<file path="src/window_regs_pkg.sv">
/*
  Shared constants for the memory window register bank: register byte
  offsets, reset values, field positions and bus response codes.
  Assumes a 32-bit AXI4-Lite register bus with an 8-bit byte address.
*/
`default_nettype none
package window_regs_pkg;
  localparam int AXI_ADDR_W = 8;
  localparam int DATA_W     = 32;
  localparam int BOUND_W    = 64;

  // Register byte offsets
  localparam logic [AXI_ADDR_W-1:0] MIO_BOUNDS_OFS    = 8'h20;
  localparam logic [AXI_ADDR_W-1:0] PF_BOUNDS_OFS     = 8'h24;
  localparam logic [AXI_ADDR_W-1:0] PF_LOWER_HIGH_OFS = 8'h28;
  localparam logic [AXI_ADDR_W-1:0] PF_UPPER_HIGH_OFS = 8'h2c;

  // Reset values
  localparam logic [DATA_W-1:0] MIO_BOUNDS_RST = 32'h0000_0000;
  localparam logic [DATA_W-1:0] PF_BOUNDS_RST  = 32'h0001_0001;
  localparam logic [DATA_W-1:0] HIGH_RST       = 32'h0000_0000;

  // Writable bits of both window registers and their fixed read-only parts
  localparam logic [DATA_W-1:0] WINDOW_RW_MASK = 32'hfff0_fff0;
  localparam logic [DATA_W-1:0] MIO_RO_VAL     = 32'h0000_0000;
  localparam logic [DATA_W-1:0] PF_RO_VAL      = 32'h0001_0001;

  // Field layout: upper_bound_field at 31:20, lower field at 15:4,
  // pref_top_width_cap at 19:16 and the lower-bound capability at 3:0
  localparam int UPPER_FIELD_LSB = 20;
  localparam int LOWER_FIELD_LSB = 4;
  localparam int FIELD_W         = 12;
  localparam int LOW_BITS_W      = 20;
  localparam int TOP_CAP_LSB     = 16;
  localparam int BASE_CAP_LSB    = 0;
  localparam int CAP_W           = 4;
  localparam logic [CAP_W-1:0] CAP_64BIT = 4'h1;

  localparam logic [1:0] RESP_OKAY   = 2'b00;
  localparam logic [1:0] RESP_SLVERR = 2'b10;
endpackage
`default_nettype wire

</file>
<file path="src/memory_window_decode_regs.sv">
/*
  Memory window register bank of the bridge with an AXI4-Lite slave and
  the address decode that decides which memory requests are forwarded.
  Assumes aclk-domain requesters drive mem_addr/mem_addr_valid and a
  single AXI4-Lite master.

  // Function
  // Limit field 31:20 gives upper bound bits 31:20, low 20 bits ones.
  // Base field 15:4 gives lower bound bits 31:20, low 20 bits zero.
  // Memory window base and limit together select forwarded requests.
  // Memory window reserved bits 19:16 and 3:0 read zero, read-only.
  // Prefetch limit field 31:20 gives upper bound 31:20, low bits ones.
  // Prefetch base field 15:4 gives lower bound 31:20, low bits zero.
  // Prefetch register bits 19:16 and 3:0 read constant 1, read-only.
  // Lower bound high register supplies prefetch lower bound bits 63:32.
  // Upper bound high register supplies prefetch upper bound bits 63:32.
  // Address inside window when lower <= address <= upper.
  // Window with lower above upper is empty, forwards nothing.
*/
// Register access over AXI4-Lite was decided locally.
`default_nettype none
module memory_window_decode_regs
  import window_regs_pkg::*;
(
  input  wire logic                  aclk,
  input  wire logic                  aresetn,
  input  wire logic [AXI_ADDR_W-1:0] s_awaddr,
  input  wire logic                  s_awvalid,
  output var  logic                  s_awready,
  input  wire logic [DATA_W-1:0]     s_wdata,
  input  wire logic [3:0]            s_wstrb,
  input  wire logic                  s_wvalid,
  output var  logic                  s_wready,
  output var  logic [1:0]            s_bresp,
  output var  logic                  s_bvalid,
  input  wire logic                  s_bready,
  input  wire logic [AXI_ADDR_W-1:0] s_araddr,
  input  wire logic                  s_arvalid,
  output var  logic                  s_arready,
  output var  logic [DATA_W-1:0]     s_rdata,
  output var  logic [1:0]            s_rresp,
  output var  logic                  s_rvalid,
  input  wire logic                  s_rready,
  input  wire logic [BOUND_W-1:0]    mem_addr,
  input  wire logic                  mem_addr_valid,
  output var  logic                  hit_valid,
  output var  logic                  mio_hit,
  output var  logic                  pref_hit
);
  typedef struct packed {
    logic                  awready;
    logic                  wready;
    logic                  aw_full;
    logic                  w_full;
    logic [AXI_ADDR_W-1:0] awaddr;
    logic [DATA_W-1:0]     wdata;
    logic [3:0]            wstrb;
    logic                  bvalid;
    logic [1:0]            bresp;
    logic                  arready;
    logic                  rvalid;
    logic [DATA_W-1:0]     rdata;
    logic [1:0]            rresp;
    logic [DATA_W-1:0]     mio;
    logic [DATA_W-1:0]     pf;
    logic [DATA_W-1:0]     pf_lower_high;
    logic [DATA_W-1:0]     pf_upper_high;
    logic                  hit_valid;
    logic                  mio_hit;
    logic                  pref_hit;
  } state_t;

  localparam state_t STATE_RST = '{
    awready       : 1'b1,
    wready        : 1'b1,
    arready       : 1'b1,
    mio           : MIO_BOUNDS_RST,
    pf            : PF_BOUNDS_RST,
    pf_lower_high : HIGH_RST,
    pf_upper_high : HIGH_RST,
    default       : '0
  };

  state_t                  q;
  state_t                  next_q;
  logic                    wr_go;
  logic [AXI_ADDR_W-1:0]   wr_word;
  logic [AXI_ADDR_W-1:0]   rd_word;
  logic [BOUND_W-1:0]      mio_lower;
  logic [BOUND_W-1:0]      mio_upper;
  logic [BOUND_W-1:0]      pf_lower;
  logic [BOUND_W-1:0]      pf_upper;
  logic                    mio_in;
  logic                    pf_in;

  // Byte-lane merge that keeps read-only bits at their fixed value
  function automatic logic [DATA_W-1:0] merge_write(
    input logic [DATA_W-1:0] old_val,
    input logic [DATA_W-1:0] new_val,
    input logic [3:0]        strb,
    input logic [DATA_W-1:0] rw_mask,
    input logic [DATA_W-1:0] ro_val
  );
    logic [DATA_W-1:0] val;
    val = old_val;
    for (int i = 0; i < 4; i++) begin
      if (strb[i]) begin
        val[i*8 +: 8] = new_val[i*8 +: 8];
      end
    end
    return (val & rw_mask) | (ro_val & ~rw_mask);
  endfunction

  assign wr_go   = q.aw_full && q.w_full && !q.bvalid;
  assign wr_word = {q.awaddr[AXI_ADDR_W-1:2], 2'b00};
  assign rd_word = {s_araddr[AXI_ADDR_W-1:2], 2'b00};

  // 32-bit memory window: high words are zero
  window_bound_expand mio_expand (
    .window_reg  (q.mio),
    .lower_high  ({DATA_W{1'b0}}),
    .upper_high  ({DATA_W{1'b0}}),
    .lower_bound (mio_lower),
    .upper_bound (mio_upper)
  );

  window_bound_expand pf_expand (
    .window_reg  (q.pf),
    .lower_high  (q.pf_lower_high),
    .upper_high  (q.pf_upper_high),
    .lower_bound (pf_lower),
    .upper_bound (pf_upper)
  );

  window_addr_match #(.ADDR_W(BOUND_W)) mio_match (
    .addr        (mem_addr),
    .lower_bound (mio_lower),
    .upper_bound (mio_upper),
    .hit         (mio_in)
  );

  window_addr_match #(.ADDR_W(BOUND_W)) pf_match (
    .addr        (mem_addr),
    .lower_bound (pf_lower),
    .upper_bound (pf_upper),
    .hit         (pf_in)
  );

  always_comb begin
    next_q = q;
    // Write address and data are taken independently
    if (s_awvalid && q.awready) begin
      next_q.aw_full = 1'b1;
      next_q.awready = 1'b0;
      next_q.awaddr  = s_awaddr;
    end
    if (s_wvalid && q.wready) begin
      next_q.w_full = 1'b1;
      next_q.wready = 1'b0;
      next_q.wdata  = s_wdata;
      next_q.wstrb  = s_wstrb;
    end
    if (q.bvalid && s_bready) begin
      next_q.bvalid = 1'b0;
    end
    if (wr_go) begin
      next_q.aw_full = 1'b0;
      next_q.w_full  = 1'b0;
      next_q.awready = 1'b1;
      next_q.wready  = 1'b1;
      next_q.bvalid  = 1'b1;
      next_q.bresp   = RESP_OKAY;
      case (wr_word)
        MIO_BOUNDS_OFS: begin
          next_q.mio = merge_write(q.mio, q.wdata, q.wstrb,
                                   WINDOW_RW_MASK, MIO_RO_VAL);
        end
        PF_BOUNDS_OFS: begin
          next_q.pf = merge_write(q.pf, q.wdata, q.wstrb,
                                  WINDOW_RW_MASK, PF_RO_VAL);
        end
        PF_LOWER_HIGH_OFS: begin
          next_q.pf_lower_high = merge_write(q.pf_lower_high, q.wdata, q.wstrb,
                                             '1, '0);
        end
        PF_UPPER_HIGH_OFS: begin
          next_q.pf_upper_high = merge_write(q.pf_upper_high, q.wdata, q.wstrb,
                                             '1, '0);
        end
        default: begin
          next_q.bresp = RESP_SLVERR;
        end
      endcase
    end
    // Read channel: one read in flight, data captured at the address edge
    if (q.rvalid && s_rready) begin
      next_q.rvalid  = 1'b0;
      next_q.arready = 1'b1;
    end
    if (s_arvalid && q.arready) begin
      next_q.arready = 1'b0;
      next_q.rvalid  = 1'b1;
      next_q.rresp   = RESP_OKAY;
      case (rd_word)
        MIO_BOUNDS_OFS:    next_q.rdata = q.mio;
        PF_BOUNDS_OFS:     next_q.rdata = q.pf;
        PF_LOWER_HIGH_OFS: next_q.rdata = q.pf_lower_high;
        PF_UPPER_HIGH_OFS: next_q.rdata = q.pf_upper_high;
        default: begin
          next_q.rdata = '0;
          next_q.rresp = RESP_SLVERR;
        end
      endcase
    end
    // Forwarding decision, one cycle after the request address
    next_q.hit_valid = mem_addr_valid;
    next_q.mio_hit   = mem_addr_valid && mio_in;
    next_q.pref_hit  = mem_addr_valid && pf_in;
  end

  always_ff @(posedge aclk) begin
    if (!aresetn) begin
      q <= STATE_RST;
    end else begin
      q <= next_q;
    end
  end

  assign s_awready = q.awready;
  assign s_wready  = q.wready;
  assign s_bresp   = q.bresp;
  assign s_bvalid  = q.bvalid;
  assign s_arready = q.arready;
  assign s_rdata   = q.rdata;
  assign s_rresp   = q.rresp;
  assign s_rvalid  = q.rvalid;
  assign hit_valid = q.hit_valid;
  assign mio_hit   = q.mio_hit;
  assign pref_hit  = q.pref_hit;
endmodule
`default_nettype wire

</file>
<file path="src/window_addr_match.sv">
/*
  Inclusive address window compare. Assumes bounds already expanded to
  full width; an inverted window never matches.
*/
`default_nettype none
module window_addr_match #(
  parameter int ADDR_W = 64
) (
  input  wire logic [ADDR_W-1:0] addr,
  input  wire logic [ADDR_W-1:0] lower_bound,
  input  wire logic [ADDR_W-1:0] upper_bound,
  output logic                   hit
);
  assign hit = (lower_bound <= upper_bound)
            && (addr >= lower_bound) && (addr <= upper_bound);
endmodule
`default_nettype wire

</file>
<file path="src/window_bound_expand.sv">
/*
  Expands a base/limit window register and the two high words into full
  64-bit lower and upper bounds. Purely combinational; the caller passes
  zero high words for a 32-bit window.
*/
`default_nettype none
module window_bound_expand
  import window_regs_pkg::*;
(
  input  wire logic [DATA_W-1:0]  window_reg,
  input  wire logic [DATA_W-1:0]  lower_high,
  input  wire logic [DATA_W-1:0]  upper_high,
  output logic      [BOUND_W-1:0] lower_bound,
  output logic      [BOUND_W-1:0] upper_bound
);
  // Limit field fills the low bits with ones, base field with zeros
  assign upper_bound = {upper_high, window_reg[UPPER_FIELD_LSB +: FIELD_W],
                        {LOW_BITS_W{1'b1}}}; // see R1 see R5
  assign lower_bound = {lower_high, window_reg[LOWER_FIELD_LSB +: FIELD_W],
                        {LOW_BITS_W{1'b0}}}; // see R2 see R6
endmodule
`default_nettype wire

</file>
<file path="config.mk">
export PLATFORM = sky130hd
export DESIGN_NAME = memory_window_decode_regs
export DESIGN_NICKNAME = d
export VERILOG_FILES = /design/src/window_regs_pkg.sv /design/src/memory_window_decode_regs.sv /design/src/window_addr_match.sv /design/src/window_bound_expand.sv
export SDC_FILE = /design/constraint.sdc
export NUM_CORES = 1
export LEC_CHECK = 0
export ABC_AREA = 1
export BUFFER_PORTS_ARGS = -buffer_cell sky130_fd_sc_hd__buf_2
export CAP_MARGIN = 10
export CORE_MARGIN = 2
export CORE_UTILIZATION = 45
export DETAILED_ROUTE_END_ITERATION = 6
export PLACE_DENSITY_LB_ADDON = 0.08
export SLEW_MARGIN = 20
export SYNTH_ARGS = -nofsm -noshare
export SYNTH_HDL_FRONTEND = slang
export SYNTH_SLANG_ARGS = --single-unit
export TNS_END_PERCENT = 30
</file>
<file path="constraint.sdc">
create_clock -name aclk -period 2.25 [get_ports aclk]
set_clock_uncertainty 0.1 [all_clocks]
set_input_delay 0.1125 -clock aclk [delete_from_list [all_inputs] [get_ports aclk]]
set_output_delay 0.1125 -clock aclk [all_outputs]
set_load 0.01 [all_outputs]
</file>
# Word level (Yosys, flattened, before mapping)
# Cells that the tools add are included.
# Widths: inputs -> output; s select.
# totals
register_bits	202
inputBits	124
word_cells	89
# classes
order_cmp	6
eq_ne	8
mux	7
bitwise	1
n_reduce_logical	35
# op_table
cell	count
$le 64x64->1	2
$pmux 32 s4	1
$ge 64x32->1	1
$ge 64x64->1	1
$le 64x32->1	1
$eq 6x4->1 const B	8
$reduce_and 3->1	16
$mux 36	1
$le 32x32->1	1
$logic_and 1x1->1	13
$reduce_or 4->1	2
$mux 2	3
$reduce_bool 2->1	2
$mux 3	1
$reduce_or 2->1	1
$logic_not 1->1	1
$mux 1	1
$not 1->1	1

# Depth between registers and ports, before layout
# Gate-level depths: netlist of the first run.
# depth
ltp_word	4
ltp_mapped	15
depth_no_buf	15

# Modules after synthesis
# From an unflattened synthesis of the first run, not the netlist that was laid out.
# hier_totals
cells_unflattened	2870
area_unflattened_um2	19598.8
# modules_own_cells
mod	n_inst	cells_per_inst	area_per_inst_um2	seq_area_each_um2
window_addr_match	2	743	4803.4	0.0
memory_window_decode_regs	1	1124	8055.2	3963.8
window_bound_expand	2	130	968.4	0.0

# Least setup slack after synthesis of the first run
# Ideal clock, no wire load.
# synth_path
path_type	register to register
startpoint	register q[34] (netlist name)
endpoint	register q, in the netlist pref_hit
setup_time_ps	113
arrival_ps	1402
required_ps	2037
setup_slack_ps	635
stages_incl_launch_ff	12
cell_sequence	dfxtp_1 -> inv_1 -> ha_1 -> nand2_1 -> nor2_1 -> nand2_1 -> nor3b_1 -> nand2_1 -> a21oi_1 -> nor2_1 -> nand2_1 -> nor2_1
# synth_between
elab_chain_len	4
word_cells_on_any_way	5
classes_between	order compare (2); reduce/logical (3)
# synth_rtl
element	line	rtl
from (decl)	memory_window_decode_regs.sv:84	state_t q;
from (signal assigned)	memory_window_decode_regs.sv:225	q <= next_q;
$le 64x64->1	window_addr_match.sv:14	assign hit = (lower_bound <= upper_bound)
$logic_and 1x1->1	window_addr_match.sv:15	&& (addr >= lower_bound) && (addr <= upper_bound);
$logic_and 1x1->1 (*)	window_addr_match.sv:15	
$logic_and 1x1->1 (*)	memory_window_decode_regs.sv:218	next_q.pref_hit = mem_addr_valid && pf_in;
# Every way passes the cells marked *; elsewhere a longest branch is shown, timed or not.
# A chain may end at the register's enable or synchronous reset.

# Worst setup path in the final report of the first run
# Ends and elaborated chain as after synthesis.

==> results of run 1 <==
## worst max-delay path by stage
stage / from / to / cells past startpoint
after floorplan: q[34] / pref_hit / 11
after global placement: q[34] / pref_hit / 11
after CTS: q[34] / pref_hit / 11
after global routing: q[211] / q[22] / 9
after detailed placement: q[34] / pref_hit / 11
final: q[34] / pref_hit / 11
## flip-flops by register name (all words and copies together) (netlist names)
| name | cells |
|---|---|
| s_wready | 1 |
| mio_hit | 1 |
| s_rdata | 32 |
| s_bresp | 1 |
| q | 156 |
| s_bvalid | 1 |
| s_awready | 1 |
| s_rvalid | 1 |
| hit_valid | 1 |
| s_arready | 1 |
| s_rresp | 1 |
| pref_hit | 1 |
## worst max-delay path, delay by kind of cell, from the launching register on
family / cells / cell delay (ns)
compound gates: 1 / 0.13
fa+ha+maj: 1 / 0.30
simple gates: 8 / 1.04
flops: 1 / 0.32
buf+inv: 1 / 0.07
## final cells by class
class                   count  area (sq um)  area share
multi-input cells        1140          6593      0.4818
flip-flops and latches    198          3964      0.2897
repair buffers            220          1431      0.1046
inverters                 188         705.7     0.05157
clock buffers              18         429.2     0.03136
well taps                 335         419.2     0.03063
clock inverters            14         140.1     0.01024
diodes                      1         2.502   0.0001829
## cells in the final DEF (no fill, tap or decap), types with 6 or more instances in the layout
| cell type | netlist | layout |
|---|---|---|
| nand2_1 | 233 | 233 |
| a21oi_1 | 219 | 219 |
| o22ai_1 | 54 | 54 |
| buf_2 | 5 | 160 |
| o21a_1 | 6 | 6 |
| o21ai_1 | 25 | 25 |
| o21ai_0 | 170 | 170 |
| nor2_1 | 186 | 186 |
| dfxtp_1 | 198 | 198 |
| inv_1 | 186 | 186 |
| buf_4 | 36 | 8 |
| nand4_1 | 16 | 16 |
| ha_1 | 166 | 166 |
| clkbuf_16 | 0 | 17 |
| nand3_1 | 28 | 28 |
| nor3_1 | 12 | 12 |
| dlygate4sd3_1 | 0 | 47 |
## repair_timing
item	CTS	global route
endpoints found under the hold margin	46	0
hold buffers	47	0
gates resized for setup	0	0
## cells by family (layout without fill, tap and decap cells)
| logic type | count (synthesis) | after routing | synth area share |
|---|---|---|---|
| AO/OA/AOI/OAI | 489 | 489 | 0.2174 |
| adder cells (fa/ha/maj) | 166 | 166 | 0.1755 |
| buffers and inverters | 280 | 440 | 0.1084 |
| flip-flops | 198 | 198 | 0.3349 |
| other | 1 | 3 | 0.0003169 |
| AND/OR/NAND/NOR | 483 | 483 | 0.1635 |
## per-layer routing
metal	vias up	part of all wire	wire (microns)	track usage
met1	5101	0.46	16510	0.3431
met4	0	0.034	1226	0.09868
li1	5703	-	-	-
met5	-	0	0	0
met2	264	0.46	16440	0.4238
met3	52	0.048	1726	0.03789
## power by group through the flow
| stage | logic, mW | clock network, mW | registers [mW] |
|---|---|---|---|
| finish | 0.885 | 3.02 | 3.68 |
| global route | 1.01 | 3.22 | 3.69 |
| CTS | 0.885 | 3.08 | 3.68 |
| detailed placement | 0.820 | 0 | 3.76 |
| global placement | 0.804 | 0 | 3.76 |
| floorplan | 0.492 | 0 | 3.72 |
## stage by stage
stage / instance area (sq um) / power, mW
2_1_floorplan: 11840 / 4.212
3_3_place_gp: 12640 / 4.567
3_5_place_dp: 12640 / 4.584
4_1_cts: 13680 / 7.644
5_1_grt: 13680 / 7.925
6_report: 13680 / 7.585
==> flow_summary.toml, run 1 <==
[logic_synthesis]
synth.area.top_cells = "dfxtp_1 33%, ha_1 18%, a21oi_1 9.3%"
syn_area_per_cell_sq_um = 7.319
ys_seq_area_frac = 0.3349
ys_seq_elements = 198
synth_edf_count = 0
yosys.area.top_type = "dfxtp_1"
syn_area_sq_um = 11840
synthArstFlopShare = 0
yosysMostFrequentCell = "nand2_1"
yosysUniqueCellTypes = 34
synth_flop_cell = "dfxtp_1"
syn-instance-count = 1617
synth_top_area_frac = 0.3349
synth_warnings = 0
synth_common_cells = "233 x nand2_1, 219 x a21oi_1, 198 x dfxtp_1, 186 x inv_1, 186 x nor2_1"

[detailed_routing]
viasPerCell = 5.260
dr.pass1.iters = 5
wire_per_inst_microns = 16.98
routed_wl_microns = 35900
drt_iter0_drc = 682
antenna_left = 0
vias = 11120
drc_errors = 0

[setup_path]
endpoint_kind = "register"
regToRegStartpoint = "q[34]"
r2r-end = "pref_hit"
crit_arrival_ns = 2.31
worst_setup_path_start_kind = "register"
r2r_slack_ns = 0.17
r2r_cells = 11
cpPeakStageDelay_ns = 0.41
cpMaxStageDelayCell = "nor3b_1"
critPathMostFrequentCell = "nand2_1"
worstPathMaxFanout = 4
crit_chain = "inv_1, ha_1, nand2_1, nor2_1, nand2_1, nor3b_1, nand2_1, a21oi_1, nor2_1, nand2_1, nor2_1"
cp.required_ns = 2.48
crit_type = "register to register"

[power_and_ir_drop]
power_switching_share = 0.2840
power.switching_mw = 2.154
combPwrFrac = 0.117
clkPwrFrac = 0.398
leakage_nw = 5.829
p_per_area_nw_per_um2 = 554.3
ir_worst_vdd_v = 0.0003901
power_frac_seq = 0.485
p_int_mw = 5.431

[clock_tree]
clk_latency_ns = 0.44
htreeDepth = 4
cts-buffers-inserted = 17
cts_tree = "built"
clk_pin_slew_ns = 0.08
cts_sinks = 198
post-cts-setup-buffers = 0
cts_root_buffer = "clkbuf_16"
clockBufferDepth = 2

[cells_and_area]
layout.nets = 2055
nFillCells = 2619
drive_above_1_share = 0.1175
fin_util = 0.5281
stdcell_count = 2114
area_growth_pct = 15.63

[global_route]
grt_pass1_vias = 10480
grt_overflow = 0
grt.total_usage = 0.2580
grt_max_degree = 158
grt_antenna_before_repair = 0
grt_pass1_wl_microns = 56120

[placement]
dp_hpwl_microns = 27150
place_congestion = 0.8974
placed_cells = 2034
port_buffers = 161
post-place-ws_ns = 0.2278

[timing]
setup_violations = 0
rsz0062_at_grt = "false"
period_needed_ns = 2.075
slew_headroom = 0.5981
slew_viol_final = 0
worstMarginPinSlew_ns = 0.6028
fmax_mhz = 481.9
holdWs_ns = 0.03181
setup_ws_ns = 0.1750
setup_tns_ns = 0
post-route-period-util = 0.9222
finalHoldViolations = 0

[run]
cap_viol_max_count = 0

[die]
ioPinCount = 168
die_x_microns = 166.2
rows = 59
dieArea_sq_um = 27610
start_util = 0.4568
fp.coreArea_sq_um = 25910
dieHeight_microns = 166.2

[min_path]
hp-start = "s_wstrb[3]"
whs_endpoint = "q[173]"
hold_path_class = "primary input to register"
min_path_cells = 3

[status]
outcome = "completed"
No activity file was read; power rests on OpenSTA's default activity.
==> run 2, diff against run 1 <==
==> constraint.sdc (replaced) <==
create_clock -name aclk -period 2.25 [get_ports aclk]
set_clock_uncertainty 0.1 [all_clocks]
set_input_delay 0.45 -clock aclk [delete_from_list [all_inputs] [get_ports aclk]]
set_output_delay 0.45 -clock aclk [all_outputs]
set_load 0.01 [all_outputs]
==> run 2 against run 1 <==
Compared with the run above: cell count is 1.8% lower; worst hold slack better by 0.11 ns; die area stayed put; flip-flop and latch count stayed put; register-to-register slack hardly changed; sequential share of layout area is 0.79 points higher; power is 0.80% higher; via count is 2.1% lower; core utilization is 1.4 points lower; count of clock-buffer cells in the layout stayed put; largest power group unchanged.
==> flow_summary.toml, run 2 (synthesized netlist as in run 1, its figures left out) <==
[detailed_routing]
routed_wl_microns = 35190
vias = 10890
viasPerCell = 5.243
antenna_left = 0
wire_per_inst_microns = 16.94
drt_iter0_drc = 738
drc_errors = 0
dr.pass1.iters = 5

[cells_and_area]
largest_register_ffs = 156
fin_util = 0.5141
regMostFlops = "q"
layout.nets = 2019
area_growth_pct = 12.55
fin_area_sq_um = 13320
drive_above_1_share = 0.1269
n_antenna_cell = 0
final_cell_mix = "233 x nand2_1, 219 x a21oi_1, 198 x dfxtp_1"
final_common_cell = "nand2_1"

[timing]
worstMarginPinSlew_ns = 0.5937
post-route-period-util = 0.9263
setup_tns_ns = 0
slew_headroom = 0.6042
finalHoldViolations = 0
setup_ws_ns = 0.1657
slew_viol_final = 0
setup_violations = 0
fmax_mhz = 479.8
period_needed_ns = 2.084
rsz0062_at_grt = "false"

[setup_path]
cpMaxStageDelayCell = "ha_1"
r2r-end = "pref_hit"
crit_arrival_ns = 2.36
path_delay_family = "simple AND/OR/NAND/NOR gates"
regToRegStartpoint = "q[34]"
cp.required_ns = 2.53
cp.buffers_inverters = 2
cpPeakStageDelay_ns = 0.32
worst_setup_path_start_kind = "register"
worstPathMaxFanout = 4
endpoint_kind = "register"
r2r_slack_ns = 0.17
crit_chain = "inv_1, ha_1, nand2_1, inv_1, nand2_1, nand3_1, nor2_1, nand2_1, a21oi_1, nand2_1, nor2_1, nand2_1, nor2_1"
crit_type = "register to register"
critPathMostFrequentCell = "nand2_1"
r2r_cells = 13

[clock_tree]
cts_sinks = 198
clk_pin_slew_ns = 0.08
cts-buffers-inserted = 17
holdBufCountCts = 0
post-cts-setup-buffers = 0
cts_root_buffer = "clkbuf_16"
htreeDepth = 4
clockBufferDepth = 2
clk_latency_ns = 0.44
cts_tree = "built"

[die]
rows = 59
ioPinCount = 168
dieArea_sq_um = 27610
start_util = 0.4568
die_x_microns = 166.2
fp.coreArea_sq_um = 25910
dieHeight_microns = 166.2

[placement]
port_buffers = 161
dp_hpwl_microns = 27340
place_congestion = 0.8786
post-place-ws_ns = 0.1331
postPlaceCellArea_sq_um = 12720

[global_route]
grt.total_usage = 0.2492
grt_pass1_wl_microns = 54110
grt_overflow = 0
grt_antenna_before_repair = 0
grt_pass1_vias = 10020
grt_max_degree = 159

[min_path]
min_path_cells = 3
whs_endpoint = "q[179]"
hp-start = "s_wdata[5]"
hold_path_class = "primary input to register"

[power_and_ir_drop]
leakage_nw = 5.700
p_total_mw = 7.646
p_per_area_nw_per_um2 = 574.0
ir_worst_vdd_v = 0.0004109

[run]
cap_viol_max_count = 0

[status]
outcome = "completed"
[run 2: changes by cell type in the layout (fill, tap and decap cells not counted), sizes merged]
cell	previous run	this run
diode	1	0
buf	173	184
dlygate4sd3	47	0
clkinvlp	1	2
inv	194	193
clkinv	7	6
bufinv	0	1
[run 2: cell type report]
class | instances | area (sq um)
fillers | 2640 | 12590
multi-input cells | 1140 | 6595
repair buffers | 184 | 1044
clock buffers | 18 | 429.2
clock inverters | 14 | 163.9
flip-flops and latches | 198 | 3964
inverters | 188 | 705.7
well taps | 335 | 419.2
[run 2: worst reg2reg max path: cells and delay by family, from the launching register on]
kind            cells  cell delay (ns)
flops               1             0.31
compound gates      1             0.26
buf+inv             2             0.15
fa+ha+maj           1             0.32
simple gates        9             0.89
[run 2: how the worst max path moves through the flow]
stage	endpoint	start	depth (start not counted)	slack [ns]
final	pref_hit	q[34]	13	0.17
after global routing	pref_hit	q[34]	13	0.004
after CTS	pref_hit	q[34]	12	0.1
after detailed placement	pref_hit	q[34]	12	0.13
after global placement	pref_hit	q[34]	12	0.14
after floorplan	pref_hit	mem_addr[47]	12	0.61
[run 2: repair_timing]
action	in CTS	in global routing
hold endpoints to repair	0	0
gates resized for setup	0	1
setup endpoints to repair	0	1
[run 2: power breakdown]
group	leakage [nW]	switching (mW)	internal, mW
Sequential	1.61	0.0918	3.58
Combinational	3.81	0.507	0.319
Clock	0.283	1.55	1.59
[run 2: per-layer routing]
layer,vias to the layer above,GRT usage,wire (microns)
li1,5638,-,-
met1,4962,0.3310,16040
met2,255,0.4249,16770
met3,35,0.02550,1548
met4,0,0.08166,828
met5,-,0,0
[run 2: per-stage QoR]
stage               cells  hold slack (ns)
floorplan            1618           0.3303
global placement     2045           0.3409
detailed placement   2045           0.3532
CTS                  2077           0.1340
global route         2077           0.1514
finish               2077           0.1438
